**src/common/ate_timer_map.vh**
```
`ifndef ATE_TIMER_MAP_VH
`define ATE_TIMER_MAP_VH
`define ATE_OFF_STATUS 8'h08
`define ATE_OFF_FLAG_CLEAR 8'h0C
`define ATE_OFF_IRQ_EN 8'h10
`define ATE_OFF_IRQ_DIS 8'h14
`define ATE_OFF_IRQ_MASK 8'h18
`define ATE_OFF_WAKE_EN 8'h1C
`define ATE_OFF_ALARM0 8'h20
`define ATE_OFF_ALARM1 8'h24
`define ATE_OFF_INTERVAL0 8'h30
`define ATE_BIT_WRAP 0
`define ATE_BIT_MATCH0 8
`define ATE_BIT_MATCH1 9
`define ATE_BIT_INTERVAL0 16
`define ATE_BIT_BUSY 24
`define ATE_BIT_READY 25
`define ATE_BIT_SOURCE_CLOCK_READY_FLAG 29
`define ATE_EVENT_MASK 32'h00010301
`define ATE_IRQ_MASK 32'h22010301
`define ATE_RESET_WORD 32'h00000000
`define ATE_SEL_W 5
`define ATE_SYNC_CYCLES 4
`endif

```
**src/rtl/ate_timer_regs.v**
```verilog
`include "ate_timer_map.vh"
`timescale 1ns/1ps
`default_nettype none
module ate_timer_regs #(
  parameter CNT_W = 32,
  parameter PRESC_W = 32,
  parameter SYNC_CYCLES = `ATE_SYNC_CYCLES
) (
  // Clock and reset
  input wire ref_clk_i,
  input wire rstn_i,
  // APB slave
  input wire psel_i,
  input wire penable_i,
  input wire pwrite_i,
  input wire [7:0] paddr_i,
  input wire [31:0] pwdata_i,
  output wire pready_o,
  output wire pslverr_o,
  output reg [31:0] prdata_o,
  // Asynchronous timer core
  input wire [CNT_W-1:0] counter_i,
  input wire [PRESC_W-1:0] prescaler_i,
  input wire overflow_i,
  input wire clock_busy_i,
  // Events
  output reg irq_o,
  output reg wake_o
);
  reg [31:0] status_flags_q;
  reg [31:0] irq_mask_q;
  reg [31:0] wake_enable_q;
  reg [31:0] alarm0_q;
  reg [31:0] alarm1_q;
  reg [`ATE_SEL_W-1:0] tap_sel_q;
  reg tap_q;
  reg wrap_q;
  reg match0_q;
  reg match1_q;
  reg clkbusy_q;
  reg [31:0] rd_d;
  reg [31:0] events_d;
  wire [PRESC_W-1:0] presc_s;
  wire [CNT_W-1:0] cnt_s;
  wire [1:0] misc_s;
  wire busy;
  wire ready_pulse;
  wire wr_en;
  wire rd_en;
  wire guarded_wr;
  wire tap_now;
  wire match0_now;
  wire match1_now;

  function is_guarded;
    input [7:0] a;
    begin
      is_guarded = (a == `ATE_OFF_FLAG_CLEAR) || (a == `ATE_OFF_WAKE_EN) || (a == `ATE_OFF_ALARM0) ||
        (a == `ATE_OFF_ALARM1) || (a == `ATE_OFF_INTERVAL0);
    end
  endfunction

  function is_mapped;
    input [7:0] a;
    begin
      is_mapped = is_guarded(a) || (a == `ATE_OFF_STATUS) || (a == `ATE_OFF_IRQ_EN) ||
        (a == `ATE_OFF_IRQ_DIS) || (a == `ATE_OFF_IRQ_MASK);
    end
  endfunction

  function rise;
    input now;
    input last;
    begin
      rise = now && !last;
    end
  endfunction

  // Input synchronisers
  ate_sync2 #(.W(PRESC_W)) u_sync_presc (
    .ref_clk_i(ref_clk_i),
    .rstn_i(rstn_i),
    .d_i(prescaler_i),
    .q_o(presc_s)
  );
  ate_sync2 #(.W(CNT_W)) u_sync_cnt (
    .ref_clk_i(ref_clk_i),
    .rstn_i(rstn_i),
    .d_i(counter_i),
    .q_o(cnt_s)
  );
  ate_sync2 #(.W(2)) u_sync_misc (
    .ref_clk_i(ref_clk_i),
    .rstn_i(rstn_i),
    .d_i({clock_busy_i, overflow_i}),
    .q_o(misc_s)
  );

  // Bus decode
  assign pready_o = 1'b1;
  assign wr_en = psel_i && penable_i && pwrite_i;
  assign rd_en = psel_i && !penable_i && !pwrite_i;
  assign pslverr_o = psel_i && penable_i && !is_mapped(paddr_i);
  assign guarded_wr = wr_en && is_guarded(paddr_i) && !busy;

  // Busy after guarded write
  ate_busy_timer #(.CYCLES(SYNC_CYCLES)) u_busy (
    .ref_clk_i(ref_clk_i),
    .rstn_i(rstn_i),
    .start_i(guarded_wr),
    .busy_o(busy),
    .done_o(ready_pulse)
  );

  // Event detection
  assign tap_now = presc_s[tap_sel_q];
  assign match0_now = (cnt_s == alarm0_q[CNT_W-1:0]);
  assign match1_now = (cnt_s == alarm1_q[CNT_W-1:0]);

  always @*
  begin
    events_d = 32'h00000000;
    events_d[`ATE_BIT_WRAP] = rise(misc_s[0], wrap_q);
    events_d[`ATE_BIT_MATCH0] = rise(match0_now, match0_q);
    events_d[`ATE_BIT_MATCH1] = rise(match1_now, match1_q);
    events_d[`ATE_BIT_INTERVAL0] = rise(tap_now, tap_q);
    events_d[`ATE_BIT_READY] = ready_pulse;
    events_d[`ATE_BIT_SOURCE_CLOCK_READY_FLAG] = rise(clkbusy_q, misc_s[1]);
  end

  always @(posedge ref_clk_i)
  begin
    if (!rstn_i)
    begin
      tap_q <= 1'b0;
      wrap_q <= 1'b0;
      match0_q <= 1'b0;
      match1_q <= 1'b0;
      clkbusy_q <= 1'b0;
    end
    else
    begin
      tap_q <= tap_now;
      wrap_q <= misc_s[0];
      match0_q <= match0_now;
      match1_q <= match1_now;
      clkbusy_q <= misc_s[1];
    end
  end

  // Status flags, set wins over clear
  localparam [31:0] FLAG_BITS = `ATE_IRQ_MASK;
  wire [31:0] flags_next;
  wire clear_hit;
  assign clear_hit = guarded_wr && (paddr_i == `ATE_OFF_FLAG_CLEAR);
  genvar gi;
  generate
    for (gi = 0; gi < 32; gi = gi + 1)
    begin : g_flag
      wire clr_bit;
      wire set_bit;
      assign clr_bit = clear_hit && pwdata_i[gi];
      assign set_bit = events_d[gi];
      assign flags_next[gi] = FLAG_BITS[gi] && (set_bit || (status_flags_q[gi] && !clr_bit));
    end
  endgenerate

  always @(posedge ref_clk_i)
  begin
    if (!rstn_i)
      status_flags_q <= `ATE_RESET_WORD;
    else
      status_flags_q <= flags_next;
  end

  // Interrupt mask
  wire [31:0] mask_set;
  wire [31:0] mask_clr;
  assign mask_set = (wr_en && paddr_i == `ATE_OFF_IRQ_EN) ? (pwdata_i & `ATE_IRQ_MASK) : 32'h00000000;
  assign mask_clr = (wr_en && paddr_i == `ATE_OFF_IRQ_DIS) ? pwdata_i : 32'h00000000;
  always @(posedge ref_clk_i)
  begin
    if (!rstn_i)
      irq_mask_q <= `ATE_RESET_WORD;
    else
      irq_mask_q <= (irq_mask_q | mask_set) & ~mask_clr;
  end

  // Guarded configuration registers
  always @(posedge ref_clk_i)
  begin
    if (!rstn_i)
    begin
      wake_enable_q <= `ATE_RESET_WORD;
      alarm0_q <= `ATE_RESET_WORD;
      alarm1_q <= `ATE_RESET_WORD;
      tap_sel_q <= 5'h00;
    end
    else if (guarded_wr)
    begin
      case (paddr_i)
        `ATE_OFF_WAKE_EN:
        begin
          wake_enable_q <= pwdata_i & `ATE_EVENT_MASK;
        end
        `ATE_OFF_ALARM0:
        begin
          alarm0_q <= pwdata_i;
        end
        `ATE_OFF_ALARM1:
        begin
          alarm1_q <= pwdata_i;
        end
        `ATE_OFF_INTERVAL0:
        begin
          tap_sel_q <= pwdata_i[`ATE_SEL_W-1:0];
        end
        default:
        begin
          tap_sel_q <= tap_sel_q;
        end
      endcase
    end
  end

  // Interrupt output
  always @(posedge ref_clk_i)
  begin
    if (!rstn_i)
      irq_o <= 1'b0;
    else
      irq_o <= |(status_flags_q & irq_mask_q);
  end

  // Wake output
  always @(posedge ref_clk_i)
  begin
    if (!rstn_i)
      wake_o <= 1'b0;
    else
      wake_o <= |(events_d & wake_enable_q);
  end

  // Read data
  always @*
  begin
    rd_d = 32'h00000000;
    case (paddr_i)
      `ATE_OFF_STATUS:
      begin
        rd_d = status_flags_q | ({31'h00000000, busy} << `ATE_BIT_BUSY) |
          ({31'h00000000, clkbusy_q} << 28);
      end
      `ATE_OFF_IRQ_MASK:
      begin
        rd_d = irq_mask_q;
      end
      `ATE_OFF_WAKE_EN:
      begin
        rd_d = busy ? 32'h00000000 : wake_enable_q;
      end
      `ATE_OFF_ALARM0:
      begin
        rd_d = busy ? 32'h00000000 : alarm0_q;
      end
      `ATE_OFF_ALARM1:
      begin
        rd_d = busy ? 32'h00000000 : alarm1_q;
      end
      `ATE_OFF_INTERVAL0:
      begin
        rd_d = busy ? 32'h00000000 : {27'h0000000, tap_sel_q};
      end
      default:
      begin
        rd_d = 32'h00000000;
      end
    endcase
  end

  // Read data register
  always @(posedge ref_clk_i)
  begin
    if (!rstn_i)
      prdata_o <= 32'h00000000;
    else if (rd_en)
      prdata_o <= rd_d;
  end
endmodule // ate_timer_regs
`default_nettype wire

```
**src/rtl/ate_sync2.v**
```verilog
`timescale 1ns/1ps
`default_nettype none
module ate_sync2 #(
  parameter W = 1
) (
  // Clock and reset
  input wire ref_clk_i,
  input wire rstn_i,
  // Data
  input wire [W-1:0] d_i,
  output wire [W-1:0] q_o
);
  reg [W-1:0] s1_q;
  reg [W-1:0] s2_q;
  always @(posedge ref_clk_i)
  begin
    if (!rstn_i)
    begin
      s1_q <= {W{1'b0}};
      s2_q <= {W{1'b0}};
    end
    else
    begin
      s1_q <= d_i;
      s2_q <= s1_q;
    end
  end
  assign q_o = s2_q;
endmodule // ate_sync2
`default_nettype wire

```
**src/rtl/ate_busy_timer.v**
```verilog
`timescale 1ns/1ps
`default_nettype none
module ate_busy_timer #(
  parameter CYCLES = 4
) (
  // Clock and reset
  input wire ref_clk_i,
  input wire rstn_i,
  // Control
  input wire start_i,
  output wire busy_o,
  output wire done_o
);
  reg [7:0] cnt_q;
  always @(posedge ref_clk_i)
  begin
    if (!rstn_i)
      cnt_q <= 8'h00;
    else if (start_i)
      cnt_q <= CYCLES[7:0];
    else if (cnt_q != 8'h00)
      cnt_q <= cnt_q - 8'h01;
  end
  assign busy_o = (cnt_q != 8'h00);
  assign done_o = (cnt_q == 8'h01);
endmodule // ate_busy_timer
`default_nettype wire

```
**config.mk**
```make
export PLATFORM = sky130hd
export DESIGN_NAME = ate_timer_regs
export DESIGN_NICKNAME = d
export VERILOG_FILES = /design/src/rtl/ate_timer_regs.v /design/src/rtl/ate_sync2.v /design/src/rtl/ate_busy_timer.v
export VERILOG_INCLUDE_DIRS = /design/src /design/src/common
export SDC_FILE = /design/constraint.sdc
export NUM_CORES = 1
export LEC_CHECK = 0
export ABC_CLOCK_PERIOD_IN_PS = 2500
export BUFFER_PORTS_ARGS = -buffer_cell sky130_fd_sc_hd__buf_2
export CORE_AREA = 8 8 174 176
export CTS_BUF_LIST = sky130_fd_sc_hd__clkbuf_8 sky130_fd_sc_hd__clkbuf_16
export CTS_CLUSTER_SIZE = 40
export DETAILED_ROUTE_END_ITERATION = 16
export DIE_AREA = 0 0 182 184
export PLACE_DENSITY_LB_ADDON = 0.1
export SLEW_MARGIN = 40
export SYNTH_ARGS = -nofsm -noshare
export SYNTH_HDL_FRONTEND = slang
export SYNTH_SLANG_ARGS = --single-unit
export TNS_END_PERCENT = 50
```
**constraint.sdc**
```tcl
create_clock -name ref_clk_i -period 2.5 [get_ports ref_clk_i]
set_input_delay 0.25 -clock ref_clk_i [delete_from_list [all_inputs] [get_ports ref_clk_i]]
set_output_delay 0.25 -clock ref_clk_i [all_outputs]
set_load 0.005 [all_outputs]
```
==> flow_results.xml, run 1 <==
<?xml version="1.0" encoding="UTF-8"?>
<metrics>
  <group name="synth">
    <metric name="most_area_consuming_cells_after_synthesis" unit="">dfxtp_1 (53%), and2_1 (7.9%), nand2_1 (7.8%)</metric>
    <metric name="synth_seq_area_share" unit="%">53.49</metric>
    <metric name="share_of_yosys_cell_area_claimed_by_the_top_area_cell_type" unit="%">53.49</metric>
    <metric name="synth_enable_flop_cells" unit="">0</metric>
    <metric name="async_flop_share" unit="%">0</metric>
    <metric name="ys_seq_elements" unit="">290</metric>
    <metric name="synthesis.yosys.warnings" unit="">0</metric>
    <metric name="top_count_cell_post_synth" unit="">dfxtp_1</metric>
    <metric name="synth.cells.most_frequent" unit="">dfxtp_1 (290), nand2_1 (225), and2_1 (137)</metric>
    <metric name="count_of_distinct_cell_types_in_the_synthesized_netlist" unit="">47</metric>
    <metric name="synth_largest_area_cell" unit="">dfxtp_1</metric>
    <metric name="main_synth_ff_type" unit="">dfxtp_1</metric>
    <metric name="avgSynthCellArea" unit="µm²">9.129</metric>
    <metric name="syn_nets" unit="">1303</metric>
    <metric name="netlist_instances" unit="">1189</metric>
    <metric name="mappedNetlistArea" unit="µm²">10850</metric>
  </group>
  <group name="timing">
    <metric name="setup_viol_count_final" unit="">0</metric>
    <metric name="timing_hold_violations_final" unit="">0</metric>
    <metric name="fin_ws" unit="ps">422.3</metric>
    <metric name="hold_slack" unit="ps">26.52</metric>
    <metric name="final_min_period_over_clock_period" unit="%">83.11</metric>
    <metric name="grt_setup_unrepaired" unit="">no</metric>
    <metric name="period_needed" unit="ps">2078</metric>
    <metric name="worstMarginPinSlew" unit="ps">609.9</metric>
    <metric name="tns" unit="ps">0</metric>
    <metric name="finClkSkew" unit="ps">6.015</metric>
    <metric name="maxClockFrequency" unit="MHz">481.3</metric>
    <metric name="slew_violations" unit="">0</metric>
    <metric name="maxSlewHeadroom" unit="%">59.34</metric>
  </group>
  <group name="detailed_routing">
    <metric name="vias_per_instance" unit="">4.877</metric>
    <metric name="first_iter_violations" unit="">535</metric>
    <metric name="vias" unit="">8711</metric>
    <metric name="detail_route.drc_violations" unit="">0</metric>
    <metric name="drt_first_pass_iters" unit="">6</metric>
    <metric name="wl_per_cell" unit="µm">16.96</metric>
    <metric name="routed_wirelength" unit="mm">30.29</metric>
    <metric name="drt.antenna.violating_nets" unit="">0</metric>
  </group>
  <group name="critical_path">
    <metric name="end_kind" unit="">flop</metric>
    <metric name="required" unit="ps">2980</metric>
    <metric name="crit_slowest_cell" unit="">or3_1</metric>
    <metric name="start_kind" unit="">flop</metric>
    <metric name="highest_fanout_seen_on_the_critical_path" unit="">35</metric>
    <metric name="critPathKind" unit="">reg2reg</metric>
    <metric name="worstPathArrival" unit="ps">2560</metric>
    <metric name="critical_path.cell_chain" unit="">nor4_2 -&gt; nand3_1 -&gt; buf_4 -&gt; or3_1 -&gt; nor2_1 -&gt; a221oi_1 -&gt; o21ai_1</metric>
    <metric name="critical-path-max-stage-delay" unit="ps">440</metric>
  </group>
  <group name="global_routing">
    <metric name="number_of_antenna_violations_at_the_first_check_in_global_routing" unit="">0</metric>
    <metric name="gr-usage-all-layers" unit="%">17.75</metric>
    <metric name="grt_pass1_vias" unit="">8663</metric>
    <metric name="grt.overflow.total" unit="">0</metric>
    <metric name="grt_pass1_wl" unit="mm">47.78</metric>
    <metric name="grt_max_degree" unit="">92</metric>
  </group>
  <group name="finish">
    <metric name="drive_above_1_share" unit="%">15.90</metric>
    <metric name="fillers" unit="">2568</metric>
    <metric name="flow.area_growth_from_synthesis" unit="%">29.19</metric>
    <metric name="final_net_count" unit="">1531</metric>
    <metric name="fin_cells" unit="">1786</metric>
    <metric name="finish.utilization" unit="%">51.03</metric>
    <metric name="antenna-diode-count" unit="">0</metric>
  </group>
  <group name="power">
    <metric name="vdd_drop_max" unit="mV">0.3980</metric>
    <metric name="leakage" unit="nW">5.351</metric>
    <metric name="powerDensity" unit="nW/µm²">758.5</metric>
  </group>
  <group name="clocking">
    <metric name="tritoncts" unit="">done</metric>
    <metric name="clkLatencyLatePin" unit="ps">560</metric>
    <metric name="clk_sink_count" unit="">290</metric>
    <metric name="cts_htree_levels" unit="">1</metric>
    <metric name="post-cts-setup-buffers" unit="">0</metric>
    <metric name="clk_root_buffer_cell" unit="">clkbuf_16</metric>
    <metric name="tritoncts.num_buffers" unit="">31</metric>
    <metric name="clk_pin_slew" unit="ps">60</metric>
    <metric name="clock_path_buffers" unit="">3</metric>
  </group>
  <group name="floorplanning">
    <metric name="design.die.area" unit="µm²">33490</metric>
    <metric name="dieHeight" unit="µm">184</metric>
    <metric name="core_area" unit="µm²">27480</metric>
    <metric name="row_count" unit="">61</metric>
    <metric name="die-width" unit="µm">182</metric>
    <metric name="ioPinCount" unit="">147</metric>
    <metric name="initial_utilization" unit="%">39.50</metric>
  </group>
  <group name="worst_hold_path">
    <metric name="min-delay-path-class" unit="">in2reg</metric>
  </group>
  <group name="place">
    <metric name="dp_cells" unit="">1633</metric>
    <metric name="pre_cts_ws" unit="ps">297.7</metric>
    <metric name="routabilityCongestion" unit="">0.8832</metric>
    <metric name="portBuffers" unit="">145</metric>
    <metric name="dp.final_hpwl" unit="mm">21.18</metric>
  </group>
  <group name="outcome">
    <metric name="outcome" unit="">completed</metric>
  </group>
  <group name="flow_run">
    <metric name="timing.max_cap.violations" unit="">0</metric>
  </group>
</metrics>
-- through the flow --
| stage | total power [mW] | cell area (µm²) |
|---|---|---|
| floorplan | 5.467 | 10850 |
| CTS | 10.75 | 14020 |
| finish | 10.64 | 14020 |
| detailed placement | 5.775 | 11960 |
| global route | 11.06 | 14020 |
| global placement | 5.767 | 11960 |
-- worst paths after layout --
check / start / end / slack, ps / depth (start not counted)
hold reg to reg: irq_mask_q[23] / irq_mask_q[23] / 430 / 2
hold / removal: pwdata_i[0] / alarm0_q[0] / 30 / 3
setup / recovery: u_busy.cnt_q[3] / prdata_o[4] / 420 / 7
setup reg to reg: u_busy.cnt_q[3] / prdata_o[4] / 420 / 7
-- cells by family (layout without fill, tap and decap cells) --
family / Yosys count / in the layout / synth area share [%]
other: 1 / 1 / 0.03455
XOR/XNOR: 69 / 69 / 5.568
buffers and inverters: 77 / 328 / 3.066
multiplexers: 43 / 43 / 3.965
adder cells (fa/ha/maj): 3 / 3 / 0.3459
flip-flops: 290 / 290 / 53.49
AO/OA/AOI/OAI: 219 / 219 / 11.68
AND/OR/NAND/NOR: 487 / 487 / 21.86
-- metal layers --
layer | track usage [%] | part of all wire [%] | vias to the layer above
met3 | 3.241 | 6.5 | 45
met4 | 4.526 | 1.9 | 0
met2 | 26.70 | 43 | 253
met1 | 25.74 | 49 | 4001
li1 | - | - | 4412
met5 | 0 | 0 | -
-- registers in the layout (all words and copies together), names as in the netlist, 6 cells and up --
| register | count |
|---|---|
| u_busy.cnt_q | 8 |
| u_sync_cnt.s1_q | 32 |
| prdata_o | 32 |
| u_sync_cnt.q_o | 32 |
| irq_mask_q | 32 |
| u_sync_presc.s1_q | 32 |
| u_sync_presc.q_o | 32 |
| status_flags_q | 6 |
| alarm0_q | 32 |
| alarm1_q | 32 |
-- report_power, final --
| part | internal [mW] | switching (mW) | leakage, nW |
|---|---|---|---|
| Combinational | 0.411 | 0.501 | 2.44 |
| Clock | 2.99 | 1.87 | 0.545 |
| Sequential | 4.78 | 0.0956 | 2.37 |
-- worst max-delay path: cells and delay by family (launching register included) --
family	cells	cell delay, ps
AOI/OAI and AO/OA	2	200
buffers and inverters	1	290
and+or+nand+nor	4	1150
DFF	1	350
-- repair_timing --
| item | 4_1_cts | 5_1_grt |
|---|---|---|
| endpoints found under the hold margin | 154 | 0 |
| hold buffers | 97 | 0 |
| resized for setup | 0 | 0 |
| setup endpoints to repair | 0 | 0 |
-- cell usage in the layout (no fill, tap or decap), drive strengths merged, types with 38 or more instances in the layout --
| cell type | Yosys | routed |
|---|---|---|
| nand2 | 225 | 225 |
| buf | 25 | 170 |
| mux2i | 43 | 43 |
| o21ai | 38 | 38 |
| nor2 | 61 | 61 |
| dlygate4sd3 | 0 | 97 |
| and2 | 137 | 137 |
| xnor2 | 67 | 67 |
| a21oi | 122 | 122 |
| dfxtp | 290 | 290 |
-- area by class of cell --
cell class,count,area (µm²),share of cell area [%]
multi-input combinational,822,4733,33.76
clock inverter,21,264.0,1.883
sequential,290,5806,41.40
timing repair buffer,267,1937,13.81
clock buffer,35,830.8,5.925
inverter,5,18.77,0.1338
tap,346,432.9,3.087
Note: power is estimated with default switching activity, not from simulation.
==> run 2, diff against run 1 <==
--- a/config.mk
+++ b/config.mk
@@ -6,13 +6,14 @@
 export SDC_FILE = /design/constraint.sdc
 export NUM_CORES = 1
 export LEC_CHECK = 0
-export ABC_CLOCK_PERIOD_IN_PS = 2500
+export ABC_AREA = 1
+export ABC_CLOCK_PERIOD_IN_PS = 2000
 export BUFFER_PORTS_ARGS = -buffer_cell sky130_fd_sc_hd__buf_2
-export CORE_AREA = 8 8 174 176
+export CORE_AREA = 8 8 182 184
 export CTS_BUF_LIST = sky130_fd_sc_hd__clkbuf_8 sky130_fd_sc_hd__clkbuf_16
 export CTS_CLUSTER_SIZE = 40
 export DETAILED_ROUTE_END_ITERATION = 16
-export DIE_AREA = 0 0 182 184
+export DIE_AREA = 0 0 190 192
 export PLACE_DENSITY_LB_ADDON = 0.1
 export SLEW_MARGIN = 40
 export SYNTH_ARGS = -nofsm -noshare
==> constraint.sdc (replaced) <==
create_clock -name ref_clk_i -period 2 [get_ports ref_clk_i]
set_input_delay 0.2 -clock ref_clk_i [delete_from_list [all_inputs] [get_ports ref_clk_i]]
set_output_delay 0.2 -clock ref_clk_i [all_outputs]
set_load 0.005 [all_outputs]
==> flow_results.xml, run 2 <==
<?xml version="1.0" encoding="UTF-8"?>
<metrics>
  <group name="synth">
    <metric name="synth_mux_area_share" unit="%">0</metric>
    <metric name="synth_top_family_by_area" unit="">simple AND/OR/NAND/NOR gates</metric>
    <metric name="synth.cells.most_frequent" unit="">nand2_1 (540), inv_1 (292), dfxtp_1 (290)</metric>
    <metric name="most_area_consuming_cells_after_synthesis" unit="">dfxtp_1 (49%), nand2_1 (17%), inv_1 (9.2%)</metric>
    <metric name="synth_largest_area_cell" unit="">dfxtp_1</metric>
    <metric name="synthesis.yosys.warnings" unit="">0</metric>
    <metric name="syn_nets" unit="">1848</metric>
    <metric name="synth_enable_flop_cells" unit="">0</metric>
    <metric name="adder_cell_area_share_of_the_yosys_netlist" unit="%">0.3152</metric>
    <metric name="mappedNetlistArea" unit="µm²">11910</metric>
    <metric name="main_synth_ff_type" unit="">dfxtp_1</metric>
    <metric name="synth_seq_area_share" unit="%">48.74</metric>
    <metric name="synthXorXnorAreaFrac" unit="%">1.397</metric>
    <metric name="synth-compound-area-share" unit="%">7.312</metric>
    <metric name="avgSynthCellArea" unit="µm²">6.869</metric>
    <metric name="top_count_cell_post_synth" unit="">nand2_1</metric>
    <metric name="netlist_instances" unit="">1734</metric>
    <metric name="count_of_distinct_cell_types_in_the_synthesized_netlist" unit="">34</metric>
    <metric name="synthSimpleGateAreaFrac" unit="%">30.06</metric>
    <metric name="share_of_yosys_cell_area_claimed_by_the_top_area_cell_type" unit="%">48.74</metric>
    <metric name="async_flop_share" unit="%">0</metric>
    <metric name="ys_seq_elements" unit="">290</metric>
  </group>
  <group name="finish">
    <metric name="final_net_count" unit="">2093</metric>
    <metric name="drive_above_1_share" unit="%">13.04</metric>
    <metric name="multi_input_comb_area" unit="µm²">4668</metric>
    <metric name="most-common-layout-cells" unit="">nand2_1 (540), inv_1 (293), dfxtp_1 (290)</metric>
    <metric name="antenna-diode-count" unit="">0</metric>
    <metric name="layout.cells.most_common" unit="">nand2_1</metric>
    <metric name="fillers" unit="">3057</metric>
    <metric name="flow.area_growth_from_synthesis" unit="%">28.28</metric>
    <metric name="register_area" unit="µm²">5806</metric>
  </group>
  <group name="clocking">
    <metric name="post-cts-setup-buffers" unit="">0</metric>
    <metric name="clk_pin_slew" unit="ps">60</metric>
    <metric name="cts_htree_levels" unit="">1</metric>
    <metric name="clkLatencyLatePin" unit="ps">550</metric>
    <metric name="tritoncts.num_buffers" unit="">30</metric>
    <metric name="clk_sink_count" unit="">290</metric>
    <metric name="tritoncts" unit="">done</metric>
    <metric name="clk_root_buffer_cell" unit="">clkbuf_16</metric>
    <metric name="clock_path_buffers" unit="">3</metric>
  </group>
  <group name="critical_path">
    <metric name="launching_point_of_the_worst_reg2reg_path" unit="">u_busy.cnt_q[0]</metric>
    <metric name="cpMostUsedCell" unit="">nand3_1</metric>
    <metric name="crit_slowest_cell" unit="">dfxtp_1</metric>
    <metric name="start_kind" unit="">flop</metric>
    <metric name="critPathKind" unit="">reg2reg</metric>
    <metric name="regToRegEndpoint" unit="">prdata_o[9]</metric>
    <metric name="worst_r2r_path_depth" unit="">9</metric>
    <metric name="critical-path-max-stage-delay" unit="ps">360</metric>
    <metric name="regToRegSetupSlack" unit="ps">190</metric>
    <metric name="highest_fanout_seen_on_the_critical_path" unit="">33</metric>
    <metric name="end_kind" unit="">flop</metric>
    <metric name="critPathLaunch" unit="">u_busy.cnt_q[0]</metric>
    <metric name="worstPathArrival" unit="ps">2230</metric>
    <metric name="required" unit="ps">2420</metric>
    <metric name="critical_path.cell_chain" unit="">inv_1 -&gt; ha_1 -&gt; nand3_1 -&gt; inv_1 -&gt; buf_12 -&gt; nand3_1 -&gt; nand3_1 -&gt; o21ai_0 -&gt; a21oi_1</metric>
  </group>
  <group name="timing">
    <metric name="final_min_period_over_clock_period" unit="%">90.54</metric>
    <metric name="hold_slack" unit="ps">72.11</metric>
    <metric name="fin_ws" unit="ps">189.2</metric>
    <metric name="maxClockFrequency" unit="MHz">552.3</metric>
    <metric name="finClkSkew" unit="ps">15.15</metric>
    <metric name="grt_setup_unrepaired" unit="">no</metric>
    <metric name="tns" unit="ps">0</metric>
    <metric name="period_needed" unit="ps">1811</metric>
    <metric name="slew_violations" unit="">0</metric>
    <metric name="timing_hold_violations_final" unit="">0</metric>
    <metric name="setup_viol_count_final" unit="">0</metric>
  </group>
  <group name="outcome">
    <metric name="outcome" unit="">completed</metric>
  </group>
  <group name="global_routing">
    <metric name="number_of_antenna_violations_at_the_first_check_in_global_routing" unit="">0</metric>
    <metric name="grt_pass1_vias" unit="">10190</metric>
    <metric name="grt.overflow.total" unit="">0</metric>
    <metric name="gr-usage-all-layers" unit="%">18.70</metric>
    <metric name="grt_pass1_wl" unit="mm">54.93</metric>
    <metric name="grt_max_degree" unit="">123</metric>
  </group>
  <group name="place">
    <metric name="routabilityCongestion" unit="">0.8623</metric>
    <metric name="portBuffers" unit="">145</metric>
    <metric name="pre_cts_ws" unit="ps">12.08</metric>
    <metric name="dp.final_hpwl" unit="mm">24.74</metric>
  </group>
  <group name="power">
    <metric name="leakage" unit="nW">7.938</metric>
    <metric name="powerDensity" unit="nW/µm²">876.3</metric>
    <metric name="vdd_drop_max" unit="mV">0.7530</metric>
  </group>
  <group name="floorplanning">
    <metric name="initial_utilization" unit="%">39.45</metric>
    <metric name="core_area" unit="µm²">30190</metric>
    <metric name="row_count" unit="">64</metric>
    <metric name="die-width" unit="µm">190</metric>
    <metric name="dieHeight" unit="µm">192</metric>
    <metric name="design.die.area" unit="µm²">36480</metric>
    <metric name="ioPinCount" unit="">147</metric>
  </group>
  <group name="detailed_routing">
    <metric name="vias" unit="">10770</metric>
    <metric name="detail_route.drc_violations" unit="">0</metric>
    <metric name="vias_per_instance" unit="">4.490</metric>
    <metric name="drt_first_pass_iters" unit="">6</metric>
    <metric name="wl_per_cell" unit="µm">14.36</metric>
    <metric name="first_iter_violations" unit="">668</metric>
    <metric name="routed_wirelength" unit="mm">34.44</metric>
    <metric name="drt.antenna.violating_nets" unit="">0</metric>
  </group>
  <group name="worst_hold_path">
    <metric name="worst_hold_end" unit="">prdata_o[4]</metric>
    <metric name="timing.hold.worst_path_depth" unit="">5</metric>
    <metric name="min_from" unit="">psel_i</metric>
    <metric name="min-delay-path-class" unit="">in2reg</metric>
  </group>
  <group name="flow_run">
    <metric name="timing.max_cap.violations" unit="">0</metric>
  </group>
</metrics>
## run 2: area by class of cell
class                      instances  area share (%)
clock buffer                      35           5.438
sequential                       290           38.00
clock inverter                    20           1.507
tap                              396           3.243
timing repair buffer             281           13.86
inverter                         301           7.395
multi-input combinational       1075           30.55
## run 2: metrics by stage
stage / util (%) / total power, mW / cells / cell area, µm²
2_1_floorplan: - / 6.968 / 1734 / 11910
3_3_place_gp: 43.73 / 7.464 / 2242 / 13200
3_5_place_dp: 43.73 / 7.476 / 2242 / 13200
4_1_cts: 50.59 / 13.56 / 2398 / 15270
5_1_grt: 50.61 / 14.02 / 2398 / 15280
6_report: 50.61 / 13.39 / 2398 / 15280
## run 2: kinds of logic after synthesis
family	count (synthesis)
AO/OA/AOI/OAI	167
XOR/XNOR	19
adder cells (fa/ha/maj)	3
buffers and inverters	369
flip-flops	290
other	1
AND/OR/NAND/NOR	885
## run 2: repair_timing
action	CTS	global route
endpoints found under the setup margin	0	5
hold buffers	101	0
hold endpoints to repair	158	0
gates resized for setup	0	2
## run 2: report_power, final
group	total (mW)	switching (mW)	internal, mW
clock network	5.90	2.30	3.60
registers	6.06	0.0952	5.97
logic	1.43	0.846	0.583
## run 2: worst max-delay path by stage
stage / endpoint / slack (ps) / depth (start not counted)
floorplan: alarm1_q[13] / 290 / 11
global placement: prdata_o[20] / 70 / 11
global route: alarm0_q[13] / 30 / 11
detailed placement: prdata_o[20] / 10 / 11
finish: prdata_o[9] / 190 / 9
CTS: tap_sel_q[2] / 150 / 8
## run 2: per-layer routing
| layer | vias to the layer above | part of all wire [%] | global-route usage (%) |
|---|---|---|---|
| li1 | 5697 | - | - |
| met1 | 4729 | 52 | 28.03 |
| met5 | - | 0 | 0 |
| met4 | 0 | 2.0 | 4.811 |
| met3 | 51 | 5.8 | 2.959 |
| met2 | 289 | 41 | 27.27 |
## run 2: critical path, delay by kind of cell, from the launching register on
kind	cells	cell delay [ps]
DFF	1	360
and+or+nand+nor	3	390
buffers and inverters	3	420
adders and majority gates	1	210
AOI/OAI and AO/OA	2	290
==> run 3, diff against run 2 <==
--- a/config.mk
+++ b/config.mk
@@ -9,11 +9,11 @@
 export ABC_AREA = 1
 export ABC_CLOCK_PERIOD_IN_PS = 2000
 export BUFFER_PORTS_ARGS = -buffer_cell sky130_fd_sc_hd__buf_2
-export CORE_AREA = 8 8 182 184
+export CORE_AREA = 8 8 216 156
 export CTS_BUF_LIST = sky130_fd_sc_hd__clkbuf_8 sky130_fd_sc_hd__clkbuf_16
 export CTS_CLUSTER_SIZE = 40
 export DETAILED_ROUTE_END_ITERATION = 16
-export DIE_AREA = 0 0 190 192
+export DIE_AREA = 0 0 224 164
 export PLACE_DENSITY_LB_ADDON = 0.1
 export SLEW_MARGIN = 40
 export SYNTH_ARGS = -nofsm -noshare
==> flow_results.xml, run 3 (synthesis gave the netlist of run 2 again) <==
<?xml version="1.0" encoding="UTF-8"?>
<metrics>
  <group name="critical_path">
    <metric name="start_kind" unit="">flop</metric>
    <metric name="worst_r2r_path_depth" unit="">10</metric>
    <metric name="required" unit="ps">2480</metric>
    <metric name="regToRegEndpoint" unit="">alarm1_q[3]</metric>
    <metric name="cp-endpoint" unit="">alarm1_q[3]</metric>
    <metric name="launching_point_of_the_worst_reg2reg_path" unit="">u_busy.cnt_q[5]</metric>
    <metric name="critPathLaunch" unit="">u_busy.cnt_q[5]</metric>
    <metric name="critPathKind" unit="">reg2reg</metric>
    <metric name="end_kind" unit="">flop</metric>
    <metric name="regToRegSetupSlack" unit="ps">160</metric>
    <metric name="highest_fanout_seen_on_the_critical_path" unit="">11</metric>
    <metric name="worstPathArrival" unit="ps">2320</metric>
  </group>
  <group name="finish">
    <metric name="drive_above_1_share" unit="%">13.04</metric>
    <metric name="most-common-layout-cells" unit="">nand2_1 (540), inv_1 (296), dfxtp_1 (290)</metric>
    <metric name="final_net_count" unit="">2100</metric>
    <metric name="flow.area_growth_from_synthesis" unit="%">28.62</metric>
    <metric name="antenna-diode-count" unit="">0</metric>
    <metric name="layout.cells.most_common" unit="">nand2_1</metric>
  </group>
  <group name="place">
    <metric name="dp.final_hpwl" unit="mm">26.56</metric>
    <metric name="routabilityCongestion" unit="">0.8709</metric>
    <metric name="portBuffers" unit="">145</metric>
  </group>
  <group name="clocking">
    <metric name="clk_root_buffer_cell" unit="">clkbuf_16</metric>
    <metric name="clkLatencyLatePin" unit="ps">550</metric>
    <metric name="clock_path_buffers" unit="">3</metric>
    <metric name="tritoncts" unit="">done</metric>
    <metric name="clk_pin_slew" unit="ps">60</metric>
    <metric name="tritoncts.num_buffers" unit="">30</metric>
    <metric name="cts_htree_levels" unit="">1</metric>
    <metric name="clk_sink_count" unit="">290</metric>
  </group>
  <group name="global_routing">
    <metric name="gr-usage-all-layers" unit="%">19.79</metric>
    <metric name="number_of_antenna_violations_at_the_first_check_in_global_routing" unit="">0</metric>
    <metric name="grt_max_degree" unit="">87</metric>
    <metric name="grt_pass1_vias" unit="">10290</metric>
    <metric name="grt.overflow.total" unit="">0</metric>
    <metric name="grt_pass1_wl" unit="mm">58.00</metric>
  </group>
  <group name="outcome">
    <metric name="outcome" unit="">completed</metric>
  </group>
  <group name="floorplanning">
    <metric name="dieHeight" unit="µm">164</metric>
    <metric name="core_area" unit="µm²">30470</metric>
    <metric name="row_count" unit="">54</metric>
    <metric name="die-width" unit="µm">224</metric>
    <metric name="initial_utilization" unit="%">39.09</metric>
    <metric name="ioPinCount" unit="">147</metric>
    <metric name="design.die.area" unit="µm²">36740</metric>
  </group>
  <group name="timing">
    <metric name="worstMarginPinSlew" unit="ps">609.4</metric>
    <metric name="tns" unit="ps">0</metric>
    <metric name="maxClockFrequency" unit="MHz">543.5</metric>
    <metric name="maxSlewHeadroom" unit="%">59.37</metric>
    <metric name="grt_setup_unrepaired" unit="">no</metric>
    <metric name="timing_hold_violations_final" unit="">0</metric>
    <metric name="slew_violations" unit="">0</metric>
    <metric name="period_needed" unit="ps">1840</metric>
    <metric name="finClkSkew" unit="ps">9.995</metric>
    <metric name="setup_viol_count_final" unit="">0</metric>
    <metric name="final_min_period_over_clock_period" unit="%">91.99</metric>
    <metric name="hold_slack" unit="ps">100.5</metric>
  </group>
  <group name="detailed_routing">
    <metric name="vias_per_instance" unit="">4.510</metric>
    <metric name="drt_first_pass_iters" unit="">5</metric>
    <metric name="drt.antenna.violating_nets" unit="">0</metric>
    <metric name="vias" unit="">10960</metric>
    <metric name="wl_per_cell" unit="µm">15.12</metric>
    <metric name="first_iter_violations" unit="">897</metric>
    <metric name="routed_wirelength" unit="mm">36.73</metric>
    <metric name="detail_route.drc_violations" unit="">0</metric>
  </group>
  <group name="flow_run">
    <metric name="timing.max_cap.violations" unit="">0</metric>
  </group>
  <group name="power">
    <metric name="vdd_drop_max" unit="mV">0.5912</metric>
    <metric name="leakage" unit="nW">7.933</metric>
    <metric name="powerDensity" unit="nW/µm²">858.2</metric>
  </group>
  <group name="worst_hold_path">
    <metric name="min-delay-path-class" unit="">in2reg</metric>
  </group>
</metrics>
## run 3: report_power, final
part           switching (mW)  internal (mW)
logic                   0.898          0.616
registers               0.101           5.97
clock network            2.30           3.26
total                    3.30           9.85
## run 3: area by class of cell
class                           count  area, µm²
Clock buffer                       40      899.6
Clock inverter                     15      103.9
Fill cell                        3093      15150
Inverter                          301       1132
Multi-Input combinational cell   1075       4683
Sequential cell                   290       5806
Tap cell                          420      525.5
Timing Repair Buffer              288       2168
## run 3: worst max-delay path: stages (launching register included)
cell,delay (ps)
dfxtp_1,320
inv_1,60
nand2_2,90
nor2_4,160
nand3_4,120
nor3_4,270
nand2_4,130
nor2_2,200
buf_4,230
o21ai_0,90
nor2_1,110
## run 3: metal layers
metal	global-route usage, %	part of all wire [%]	routed length, µm
met3	4.068	8.2	3016
met4	3.792	1.7	639
met5	0	0	0
met2	26.91	38	13880
met1	31.21	52	19200
## run 3: repair_timing
| action | in CTS | in global routing |
|---|---|---|
| setup endpoints to repair | 0 | 75 |
| endpoints found under the hold margin | 160 | 0 |
| gates resized for setup | 0 | 6 |
| hold buffers | 105 | 0 |
| setup buffers | 0 | 1 |
## run 3: metrics by stage
stage	setup WS, ps	cell area, µm²	instances	total power, mW	util (%)
6_report	160.2	15320	2429	13.15	50.27
5_1_grt	12.64	15320	2429	13.71	50.27
4_1_cts	93.52	15290	2428	13.21	50.17
3_5_place_dp	22.37	13230	2268	7.475	43.43
3_3_place_gp	40.03	13230	2268	7.458	43.43
2_1_floorplan	292.8	11910	1734	6.968	-
## run 3: worst min path at each step
| stage | start | endpoint | slack (ps) | depth (start not counted) |
|---|---|---|---|---|
| floorplan | counter_i[0] | u_sync_cnt.s1_q[0] | 300 | 2 |
| global placement | prescaler_i[23] | u_sync_presc.s1_q[23] | 380 | 3 |
| detailed placement | prescaler_i[20] | u_sync_presc.s1_q[20] | 380 | 3 |
| CTS | pwrite_i | prdata_o[3] | 70 | 5 |
| global route | pwrite_i | prdata_o[3] | 160 | 5 |
| finish | pwrite_i | prdata_o[3] | 100 | 5 |
